[src/sync_slave_defines.vh]
// register offsets, field positions, reset values for the sync slave port
// assumes: included by the port files, 32-bit AXI4-Lite data, byte addresses
`ifndef SYNC_SLAVE_DEFINES_VH
`define SYNC_SLAVE_DEFINES_VH

// ----------------------------------------------------------------
// register byte offsets
// ----------------------------------------------------------------
`define OFF_INTCTL   8'h00
`define OFF_FLAGS    8'h04
`define OFF_ENABLES  8'h08
`define OFF_PRIO     8'h0C
`define OFF_RXSTAT   8'h10
`define OFF_TXBUF    8'h14
`define OFF_TXSTAT   8'h18
`define OFF_BAUD     8'h1C
`define OFF_RXBUF    8'h20
`define OFF_SLEEP    8'h24

// ----------------------------------------------------------------
// field positions
// ----------------------------------------------------------------
`define B_GIE     7
`define B_PEIE    6
`define B_RECEIVE_COMPLETE_FLAG    5
`define B_TRANSMIT_BUFFER_EMPTY_FLAG    4
`define B_SERIAL_PORT_ENABLE    7
`define B_RX9     6
`define B_SINGLE_RECEIVE_ENABLE    5
`define B_CONTINUOUS_RECEIVE_ENABLE    4
`define B_FRAMING_ERROR_FLAG    2
`define B_OVERRUN_ERROR_FLAG    1
`define B_RECEIVED_NINTH_BIT    0
`define B_CLOCK_SOURCE_SELECT    7
`define B_TX9     6
`define B_TRANSMIT_ENABLE    5
`define B_SYNC    4
`define B_SHIFT_REGISTER_EMPTY    1
`define B_TRANSMIT_NINTH_BIT    0

// ----------------------------------------------------------------
// reset values and the txstat write mask
// ----------------------------------------------------------------
`define RST_PRIO    8'hFF
`define RST_TXSTAT  8'h02
`define RST_ZERO    8'h00
`define TXSTAT_WMASK 8'hFD

// ----------------------------------------------------------------
// axi responses
// ----------------------------------------------------------------
`define RESP_OKAY   2'b00
`define RESP_SLVERR 2'b10

`endif

[src/sync_slave_shifter.v]
// shift engine of the slave port: transmit and receive on the link clock
// assumes: sclkSync already two-flop synchronised to clk; data pin too
`default_nettype none

module sync_slave_shifter #(
    parameter WORD = 9
) (
    input  wire            clk,
    input  wire            rst,
    input  wire            sclkSync,
    input  wire            dataSync,
    input  wire            active,
    input  wire            txOn,
    input  wire            rxOn,
    input  wire            nineTx,
    input  wire            nineRx,
    input  wire [WORD-1:0] loadWord,
    input  wire            loadStb,
    output reg             shiftEmpty,
    output reg             dataOut,
    output reg             dataOe,
    output reg  [WORD-1:0] rxWord,
    output reg             rxDone
);

    // ----------------------------------------------------------------
    // edge detection on the synchronised shift clock
    // ----------------------------------------------------------------
    reg            sclkLast_reg;
    reg [WORD-1:0] txShift_reg;
    reg [3:0]      txLeft_reg;
    reg [WORD-1:0] rxShift_reg;
    reg [3:0]      rxCount_reg;
    wire           rise = sclkSync & ~sclkLast_reg;
    wire           fall = ~sclkSync & sclkLast_reg;
    wire [3:0]     txLen = nineTx ? 4'h9 : 4'h8;
    wire [3:0]     rxLen = nineRx ? 4'h9 : 4'h8;

    always @(posedge clk) begin
        if (rst) begin
            sclkLast_reg <= 1'b0;
            txShift_reg  <= {WORD{1'b0}};
            txLeft_reg   <= 4'h0;
            rxShift_reg  <= {WORD{1'b0}};
            rxCount_reg  <= 4'h0;
            shiftEmpty   <= 1'b1;
            dataOut      <= 1'b0;
            dataOe       <= 1'b0;
            rxWord       <= {WORD{1'b0}};
            rxDone       <= 1'b0;
        end else begin
            sclkLast_reg <= sclkSync;
            rxDone       <= 1'b0;
            dataOe       <= active & txOn;
            if (loadStb) begin
                // lsb goes out first, presented at once
                txShift_reg <= loadWord >> 1;
                dataOut     <= loadWord[0];
                txLeft_reg  <= txLen;
                shiftEmpty  <= 1'b0;
            end else if (rise && txLeft_reg != 4'h0) begin
                // next bit changes on the rising edge of the shift clock
                txLeft_reg  <= txLeft_reg - 4'h1;
                txShift_reg <= txShift_reg >> 1;
                dataOut     <= txShift_reg[0];
                if (txLeft_reg == 4'h1) begin
                    shiftEmpty <= 1'b1;
                end
            end
            if (!(active && rxOn)) begin
                rxCount_reg <= 4'h0;
            end else if (fall) begin
                // sampled on the falling edge, lsb first
                if (rxCount_reg + 4'h1 == rxLen) begin
                    rxCount_reg <= 4'h0;
                    rxDone      <= 1'b1;
                    rxWord      <= nineRx ?
                                   {dataSync, rxShift_reg[WORD-1:1]} :
                                   {1'b0, dataSync, rxShift_reg[WORD-1:2]};
                end else begin
                    rxCount_reg <= rxCount_reg + 4'h1;
                end
                rxShift_reg <= {dataSync, rxShift_reg[WORD-1:1]};
            end
        end
    end

endmodule

`default_nettype wire

[src/sync_serial_slave_port.v]
// synchronous serial slave port: registers, buffers, flags, interrupt
// assumes: AXI4-Lite master on clk; link clock and data come from pins
`default_nettype none
`include "sync_slave_defines.vh"

module sync_serial_slave_port (
    input  wire        clk,
    input  wire        rst,
    input  wire        sclkPin,
    input  wire        dataIn,
    output reg         dataOut,
    output reg         dataOe,
    output reg         irq,
    output reg         wake,
    output reg         vectorReq,
    input  wire [7:0]  s_axi_awaddr,
    input  wire        s_axi_awvalid,
    output reg         s_axi_awready,
    input  wire [31:0] s_axi_wdata,
    input  wire [3:0]  s_axi_wstrb,
    input  wire        s_axi_wvalid,
    output reg         s_axi_wready,
    output reg  [1:0]  s_axi_bresp,
    output reg         s_axi_bvalid,
    input  wire        s_axi_bready,
    input  wire [7:0]  s_axi_araddr,
    input  wire        s_axi_arvalid,
    output reg         s_axi_arready,
    output reg  [31:0] s_axi_rdata,
    output reg  [1:0]  s_axi_rresp,
    output reg         s_axi_rvalid,
    input  wire        s_axi_rready
);

    // ----------------------------------------------------------------
    // pin synchronisers
    // ----------------------------------------------------------------
    reg [1:0] sclkSyn_reg;
    reg [1:0] dataSyn_reg;

    always @(posedge clk) begin
        if (rst) begin
            sclkSyn_reg <= 2'b00;
            dataSyn_reg <= 2'b00;
        end else begin
            // only the second stage is read below
            sclkSyn_reg <= {sclkSyn_reg[0], sclkPin};
            dataSyn_reg <= {dataSyn_reg[0], dataIn};
        end
    end

    // ----------------------------------------------------------------
    // registers
    // ----------------------------------------------------------------
    reg [7:0] intCtl_reg;
    reg [7:0] enables_reg;
    reg [7:0] prio_reg;
    reg [7:0] rxCtl_reg;
    reg [7:0] txBuf_reg;
    reg [7:0] txCtl_reg;
    reg [7:0] baud_reg;
    reg [7:0] rxBuf_reg;
    reg       rxNinth_reg;
    reg       overrun_error_flag_reg;
    reg       sleep_reg;
    reg       txFull_reg;
    reg       txNinth_reg;
    reg       transmit_buffer_empty_flag_reg;
    reg       receive_complete_flag_reg;

    wire       portOn = rxCtl_reg[`B_SERIAL_PORT_ENABLE] & txCtl_reg[`B_SYNC];
    // only slave mode is built; a set clock source select halts shifting
    wire       active = portOn & ~txCtl_reg[`B_CLOCK_SOURCE_SELECT];
    wire       txOn = txCtl_reg[`B_TRANSMIT_ENABLE];
    // only continuous enable gates reception here
    wire       rxOn = rxCtl_reg[`B_CONTINUOUS_RECEIVE_ENABLE];
    wire       shiftEmpty;
    wire [8:0] rxWord;
    wire       rxDone;
    wire       loadStb = active & txOn & txFull_reg & shiftEmpty;

    // ----------------------------------------------------------------
    // shifters
    // ----------------------------------------------------------------
    wire dOut;
    wire dOe;

    sync_slave_shifter #(
        .WORD (9)
    ) u_shift (
        .clk        (clk),
        .rst        (rst),
        .sclkSync   (sclkSyn_reg[1]),
        .dataSync   (dataSyn_reg[1]),
        .active     (active),
        .txOn       (txOn),
        .rxOn       (rxOn),
        .nineTx     (txCtl_reg[`B_TX9]),
        .nineRx     (rxCtl_reg[`B_RX9]),
        .loadWord   ({txNinth_reg, txBuf_reg}),
        .loadStb    (loadStb),
        .shiftEmpty (shiftEmpty),
        .dataOut    (dOut),
        .dataOe     (dOe),
        .rxWord     (rxWord),
        .rxDone     (rxDone)
    );

    // ----------------------------------------------------------------
    // axi4-lite slave
    // ----------------------------------------------------------------
    reg        awHeld_reg;
    reg        wHeld_reg;
    reg [7:0]  awAddr_reg;
    reg [7:0]  wData_reg;
    wire       doWrite = awHeld_reg & wHeld_reg & ~s_axi_bvalid;
    wire       doRead = s_axi_arvalid & s_axi_arready;
    wire [7:0] rdAddr = s_axi_araddr;

    function known;
        input [7:0] a;
        begin
            known = (a[1:0] == 2'b00) && (a <= `OFF_SLEEP);
        end
    endfunction

    always @(posedge clk) begin
        if (rst) begin
            s_axi_awready <= 1'b1;
            s_axi_wready  <= 1'b1;
            awHeld_reg    <= 1'b0;
            wHeld_reg     <= 1'b0;
            awAddr_reg    <= 8'h00;
            wData_reg     <= 8'h00;
            s_axi_bvalid  <= 1'b0;
            s_axi_bresp   <= `RESP_OKAY;
        end else begin
            if (s_axi_awvalid && s_axi_awready) begin
                awHeld_reg    <= 1'b1;
                awAddr_reg    <= s_axi_awaddr;
                s_axi_awready <= 1'b0;
            end
            if (s_axi_wvalid && s_axi_wready) begin
                wHeld_reg    <= 1'b1;
                // only byte lane 0 carries register data
                wData_reg    <= s_axi_wstrb[0] ? s_axi_wdata[7:0] : 8'h00;
                s_axi_wready <= 1'b0;
            end
            if (doWrite) begin
                s_axi_bvalid <= 1'b1;
                s_axi_bresp  <= known(awAddr_reg) ? `RESP_OKAY
                                                  : `RESP_SLVERR;
                awHeld_reg   <= 1'b0;
                wHeld_reg    <= 1'b0;
            end
            if (s_axi_bvalid && s_axi_bready) begin
                s_axi_bvalid  <= 1'b0;
                s_axi_awready <= 1'b1;
                s_axi_wready  <= 1'b1;
            end
        end
    end

    always @(posedge clk) begin
        if (rst) begin
            s_axi_arready <= 1'b1;
            s_axi_rvalid  <= 1'b0;
            s_axi_rdata   <= 32'h0000_0000;
            s_axi_rresp   <= `RESP_OKAY;
        end else begin
            if (doRead) begin
                s_axi_arready <= 1'b0;
                s_axi_rvalid  <= 1'b1;
                s_axi_rresp   <= known(rdAddr) ? `RESP_OKAY : `RESP_SLVERR;
                case (rdAddr)
                    `OFF_INTCTL:  s_axi_rdata <= {24'h00_0000, intCtl_reg};
                    `OFF_FLAGS:   s_axi_rdata <= {24'h00_0000, 2'b00,
                                      receive_complete_flag_reg, transmit_buffer_empty_flag_reg, 4'h0};
                    `OFF_ENABLES: s_axi_rdata <= {24'h00_0000, enables_reg};
                    `OFF_PRIO:    s_axi_rdata <= {24'h00_0000, prio_reg};
                    `OFF_RXSTAT:  s_axi_rdata <= {24'h00_0000,
                                      rxCtl_reg[7:3], 1'b0, overrun_error_flag_reg,
                                      rxNinth_reg};
                    `OFF_TXBUF:   s_axi_rdata <= {24'h00_0000, txBuf_reg};
                    `OFF_TXSTAT:  s_axi_rdata <= {24'h00_0000,
                                      txCtl_reg[7:4], 1'b0, txCtl_reg[2],
                                      shiftEmpty, txNinth_reg};
                    `OFF_BAUD:    s_axi_rdata <= {24'h00_0000, baud_reg};
                    `OFF_RXBUF:   s_axi_rdata <= {24'h00_0000, rxBuf_reg};
                    `OFF_SLEEP:   s_axi_rdata <= {31'h0000_0000, sleep_reg};
                    default:      s_axi_rdata <= 32'h0000_0000;
                endcase
            end
            if (s_axi_rvalid && s_axi_rready) begin
                s_axi_rvalid  <= 1'b0;
                s_axi_arready <= 1'b1;
            end
        end
    end

    // ----------------------------------------------------------------
    // register writes, buffers and flags
    // ----------------------------------------------------------------
    wire wrTxBuf = doWrite && awAddr_reg == `OFF_TXBUF;
    wire wrRxCtl = doWrite && awAddr_reg == `OFF_RXSTAT;
    wire irqNext = (transmit_buffer_empty_flag_reg & enables_reg[`B_TRANSMIT_BUFFER_EMPTY_FLAG])
                 | (receive_complete_flag_reg & enables_reg[`B_RECEIVE_COMPLETE_FLAG]);

    always @(posedge clk) begin
        if (rst) begin
            intCtl_reg  <= `RST_ZERO;
            enables_reg <= `RST_ZERO;
            prio_reg    <= `RST_PRIO;
            rxCtl_reg   <= `RST_ZERO;
            txBuf_reg   <= `RST_ZERO;
            txCtl_reg   <= `RST_TXSTAT;
            baud_reg    <= `RST_ZERO;
            rxBuf_reg   <= `RST_ZERO;
            rxNinth_reg <= 1'b0;
            overrun_error_flag_reg    <= 1'b0;
            sleep_reg   <= 1'b0;
            txFull_reg  <= 1'b0;
            txNinth_reg <= 1'b0;
            transmit_buffer_empty_flag_reg    <= 1'b0;
            receive_complete_flag_reg    <= 1'b0;
        end else begin
            if (doWrite) begin
                case (awAddr_reg)
                    `OFF_INTCTL:  intCtl_reg  <= wData_reg;
                    `OFF_ENABLES: enables_reg <= wData_reg;
                    `OFF_PRIO:    prio_reg    <= wData_reg;
                    `OFF_RXSTAT:  rxCtl_reg   <= wData_reg & 8'hF8;
                    `OFF_TXSTAT:  txCtl_reg   <= wData_reg & `TXSTAT_WMASK;
                    `OFF_BAUD:    baud_reg    <= wData_reg;
                    `OFF_SLEEP:   sleep_reg   <= wData_reg[0];
                    default:      ;
                endcase
                if (awAddr_reg == `OFF_TXSTAT) begin
                    txNinth_reg <= wData_reg[`B_TRANSMIT_NINTH_BIT];
                end
            end
            // buffer empty flag: software cannot clear it, a write does
            if (wrTxBuf) begin
                txBuf_reg  <= wData_reg;
                txFull_reg <= 1'b1;
                transmit_buffer_empty_flag_reg   <= 1'b0;
            end else if (loadStb) begin
                // word moves to the shifter, flag sets that cycle
                txFull_reg <= 1'b0;
                transmit_buffer_empty_flag_reg   <= 1'b1;
            end
            if (wrRxCtl && !wData_reg[`B_CONTINUOUS_RECEIVE_ENABLE]) begin
                overrun_error_flag_reg <= 1'b0;
            end
            // a word arriving while the buffer is unread is an overrun
            if (rxDone) begin
                if (receive_complete_flag_reg) begin
                    overrun_error_flag_reg <= 1'b1;
                end else begin
                    rxBuf_reg   <= rxWord[7:0];
                    rxNinth_reg <= rxWord[8];
                    receive_complete_flag_reg    <= 1'b1;
                end
            end else if (doRead && rdAddr == `OFF_RXBUF) begin
                receive_complete_flag_reg <= 1'b0;
            end
            // an enabled interrupt ends sleep
            if (irqNext) begin
                sleep_reg <= 1'b0;
            end
        end
    end

    // ----------------------------------------------------------------
    // interrupt, wake and outputs
    // ----------------------------------------------------------------
    always @(posedge clk) begin
        if (rst) begin
            irq       <= 1'b0;
            wake      <= 1'b0;
            vectorReq <= 1'b0;
            dataOut   <= 1'b0;
            dataOe    <= 1'b0;
        end else begin
            irq       <= irqNext;
            wake      <= irqNext & sleep_reg;
            vectorReq <= irqNext & intCtl_reg[`B_GIE]
                       & intCtl_reg[`B_PEIE];
            dataOut   <= dOut;
            dataOe    <= dOe;
        end
    end

endmodule

`default_nettype wire

[config.mk]
export PLATFORM = sky130hd
export DESIGN_NAME = sync_serial_slave_port
export DESIGN_NICKNAME = d
export VERILOG_FILES = /design/src/sync_slave_shifter.v /design/src/sync_serial_slave_port.v
export VERILOG_INCLUDE_DIRS = /design/src
export SDC_FILE = /design/constraint.sdc
export NUM_CORES = 1
export LEC_CHECK = 0
export BUFFER_PORTS_ARGS = -buffer_cell sky130_fd_sc_hd__buf_2
export CORE_UTILIZATION = 25
export CTS_CLUSTER_SIZE = 30
export DETAILED_ROUTE_END_ITERATION = 10
export GPL_TIMING_DRIVEN = 0
export SLEW_MARGIN = 20
export SYNTH_ARGS = -nofsm -noshare
export SYNTH_HDL_FRONTEND = slang
export SYNTH_SLANG_ARGS = --single-unit
[constraint.sdc]
create_clock -name clk -period 5.2 [get_ports clk]
set_input_delay 0.52 -clock clk [delete_from_list [all_inputs] [get_ports clk]]
set_output_delay 0.52 -clock clk [all_outputs]
set_load 0.03 [all_outputs]
==> impl_metrics.toml <==
[clock_network]
cts_hold_buf = 0
path_clk_slew_ns = 0.07
cts_tree = "built"
cts_buffer_depth = 2
cts_resized = 0
cts-htree-levels = 4
cts-root-buf = "clkbuf_16"
cts_made_buffers = 17
clk_latency_ns = 0.44
clock-sinks = 145
post-cts-setup-buffer-count = 0

[floorplan]
start_util_pct = 25.55
row_count = 58
io_pins = 107
die_y_um = 162.4
chipWidth_um = 162.4
dieArea_um2 = 26390
core_area_um2 = 25180

[logic_synthesis]
syn-cell-area_um2 = 6435
syn_avg_cell_area_um2 = 9.128
ys_seq_elements = 145
synth.yosys.seq_area_share_pct = 45.11
synth_edf_count = 0
synth_warnings = 0
synth_flop_cell = "dfxtp_1"
synth_cell_types = 56
synthArstFlopShare_pct = 0
syn_inst = 705

[grt]
grt_use_total_pct = 13.58
grt_max_degree = 17
grt_overflow = 0
grt_pass1_wl_um = 27100
grt_pass1_vias = 4714
antenna_found_initial = 0

[min_path]
whs_path_depth = 2
hold_path_end = "s_axi_wready"
hp-start = "s_axi_wvalid"
hold_path_class = "input pin to flip-flop"

[sta]
fin_crit_sh_pct = 41.18
finalSetupTns_ns = 0
rsz0062_at_grt = "false"
tightest_slew_ns = 1.026
fin_skew_ns = 0.01020
slew_headroom_pct = 31.11
fin_crit_ns = 2.141
setup_slack_ns = 3.059
hold_viol_final = 0
timing.fmax_mhz = 467.0
finalSetupViolCount = 0
drv_slew = 0

[setup_path]
cp-start-kind = "flip-flop"
crit_chain = "nor4_1, nand4_2, mux2i_1, nor2_1"
slowest_delay_ns = 0.79
worst_ep_required_time_ns = 5.51
r2r_start = "awAddr_reg[7]"
rrSetupSlack_ns = 3.06
critPathArrivalTime_ns = 2.45
r2r-end = "baud_reg[5]"
crit_type = "flip-flop to flip-flop"
crit_path_max_fanout = 8
cpMaxStageDelayCell = "nor4_1"
r2r_cells = 4
worstSetupEndpointType = "flip-flop"

[placed_design]
dp_hpwl_um = 12710
portBuffers = 50
globalplace.congestion = 0.8702
dp_slack_ns = 2.839

[run_status]
status = "complete, no violations"

[finish]
utilization_pct = 31.03
final_layout_size_suffix_gt1_share_pct = 17.61
layout.nets = 864
top_register = "u_shift.rxWord"
antenna_cells_inserted = 0
syn2layout_area_growth_pct = 21.43
largest_register_ffs = 9

[pwr]
peakVddDrop_uv = 209.7
p_per_area_nw_per_um2 = 331.7
internal_power_w = 0.001932
p_sw_share_pct = 25.45
pwr-share-clk_pct = 49.6
sequentialPowerShare_pct = 43.8
power_frac_comb_pct = 6.7
p_switching_w = 0.0006595
p_leak_nw = 3.118

[drt]
drt_first_iter_violations = 360
wl_per_cell_um = 15.20
via_per_inst = 4.662
wl_um = 17360
postRouteAntennaNets = 0
drc = 0
vias = 5324
detail_route.first_pass.iterations = 5

[flow_run]
drv_cap = 0
[Yosys cell counts (13+ instances only)]
cell type,n,area share (%)
mux2_2,13,2.3
a21oi_1,45,3.5
dfxtp_1,145,45
nor2_1,65,3.8
nor2b_1,13,1.3
clkbuf_1,35,2.0
nand3_1,24,1.9
nor3_1,15,1.2
nand2_1,80,4.7
mux2i_1,77,12
buf_4,27,3.1
[worst max-delay path: cells and delay by family (launching register included)]
family        cells  cell delay (ns)
mux               1             0.30
simple gates      3             1.38
flops             1             0.33
[layout by cell type, fill, tap and decap left out, types with 6 or more instances in the layout]
cell type / instances
nor2_1: 65
mux2_2: 13
inv_1: 8
buf_2: 60
clkbuf_16: 17
and3_1: 7
a211oi_1: 10
a31oi_1: 12
a21oi_1: 45
nand2_1: 80
o21ai_0: 7
buf_1: 6
nor3_1: 15
nor4_1: 12
nand3_1: 24
dfxtp_1: 145
nor2b_1: 13
conb_1: 26
buf_4: 27
clkbuf_1: 35
mux2i_1: 77
[worst max path at each step]
stage	from	to	slack (ns)	cells past startpoint
3_5_place_dp	s_axi_araddr[4]	s_axi_rdata[7]	2.84	6
3_3_place_gp	s_axi_araddr[4]	s_axi_rdata[7]	2.84	6
5_1_grt	u_shift.rxCount_reg[0]	u_shift.rxWord[2]	2.89	5
4_1_cts	awAddr_reg[7]	enables_reg[3]	3.05	4
2_1_floorplan	s_axi_araddr[1]	s_axi_rdata[7]	3.18	5
6_report	awAddr_reg[7]	baud_reg[5]	3.06	4
[metal layers]
metal	vias to the layer above	track usage, %	wire length [um]
met4	0	3.173	117
met1	2510	19.70	8828
met3	13	4.533	1262
met2	168	19.02	7147
li1	2633	-	-
met5	-	0	0
[kinds of logic (layout without fill, tap and decap cells)]
| group | Yosys count | in the layout | share of synthesized area, % |
|---|---|---|---|
| buffers and inverters | 86 | 168 | 6.786 |
| adders and majority gates | 4 | 4 | 0.7778 |
| xor gates and xnor gates | 8 | 8 | 1.089 |
| AOI/OAI and AO/OA | 111 | 111 | 11.10 |
| muxes | 93 | 93 | 15.30 |
| other | 1 | 26 | 0.05828 |
| DFF | 145 | 145 | 45.11 |
| and+or+nand+nor | 257 | 257 | 19.77 |
[per-stage QoR]
| step | instances | power [W] | hold slack, ns | cell area [um2] |
|---|---|---|---|---|
| 6_report | 1142 | 0.002592 | 0.2844 | 7814 |
| 3_5_place_dp | 1110 | 0.001331 | 0.4247 | 7192 |
| 3_3_place_gp | 1110 | 0.001330 | 0.4190 | 7192 |
| 2_1_floorplan | 730 | 0.001280 | 0.4138 | 6529 |
| 4_1_cts | 1142 | 0.002604 | 0.2762 | 7814 |
| 5_1_grt | 1142 | 0.002683 | 0.2770 | 7814 |
[power by group through the flow]
stage | combinational, W | clock, W | sequential, W
finish | 0.000173 | 0.00128 | 0.00113
global route | 0.000189 | 0.00136 | 0.00114
CTS | 0.000172 | 0.00130 | 0.00113
detailed placement | 0.000172 | 0 | 0.00116
global placement | 0.000171 | 0 | 0.00116
floorplan | 0.000117 | 0 | 0.00116
[final cells by class]
type,count,area (um2)
fillers,2623,17370
multi-input cells,499,3189
flip-flops and latches,145,2903
clock buffers,19,452.9
well taps,330,412.9
plain buffers,78,406.6
repair buffers,50,250.2
clock inverters,13,168.9
inverters,8,30.03
(Power assumes the default switching activity.)
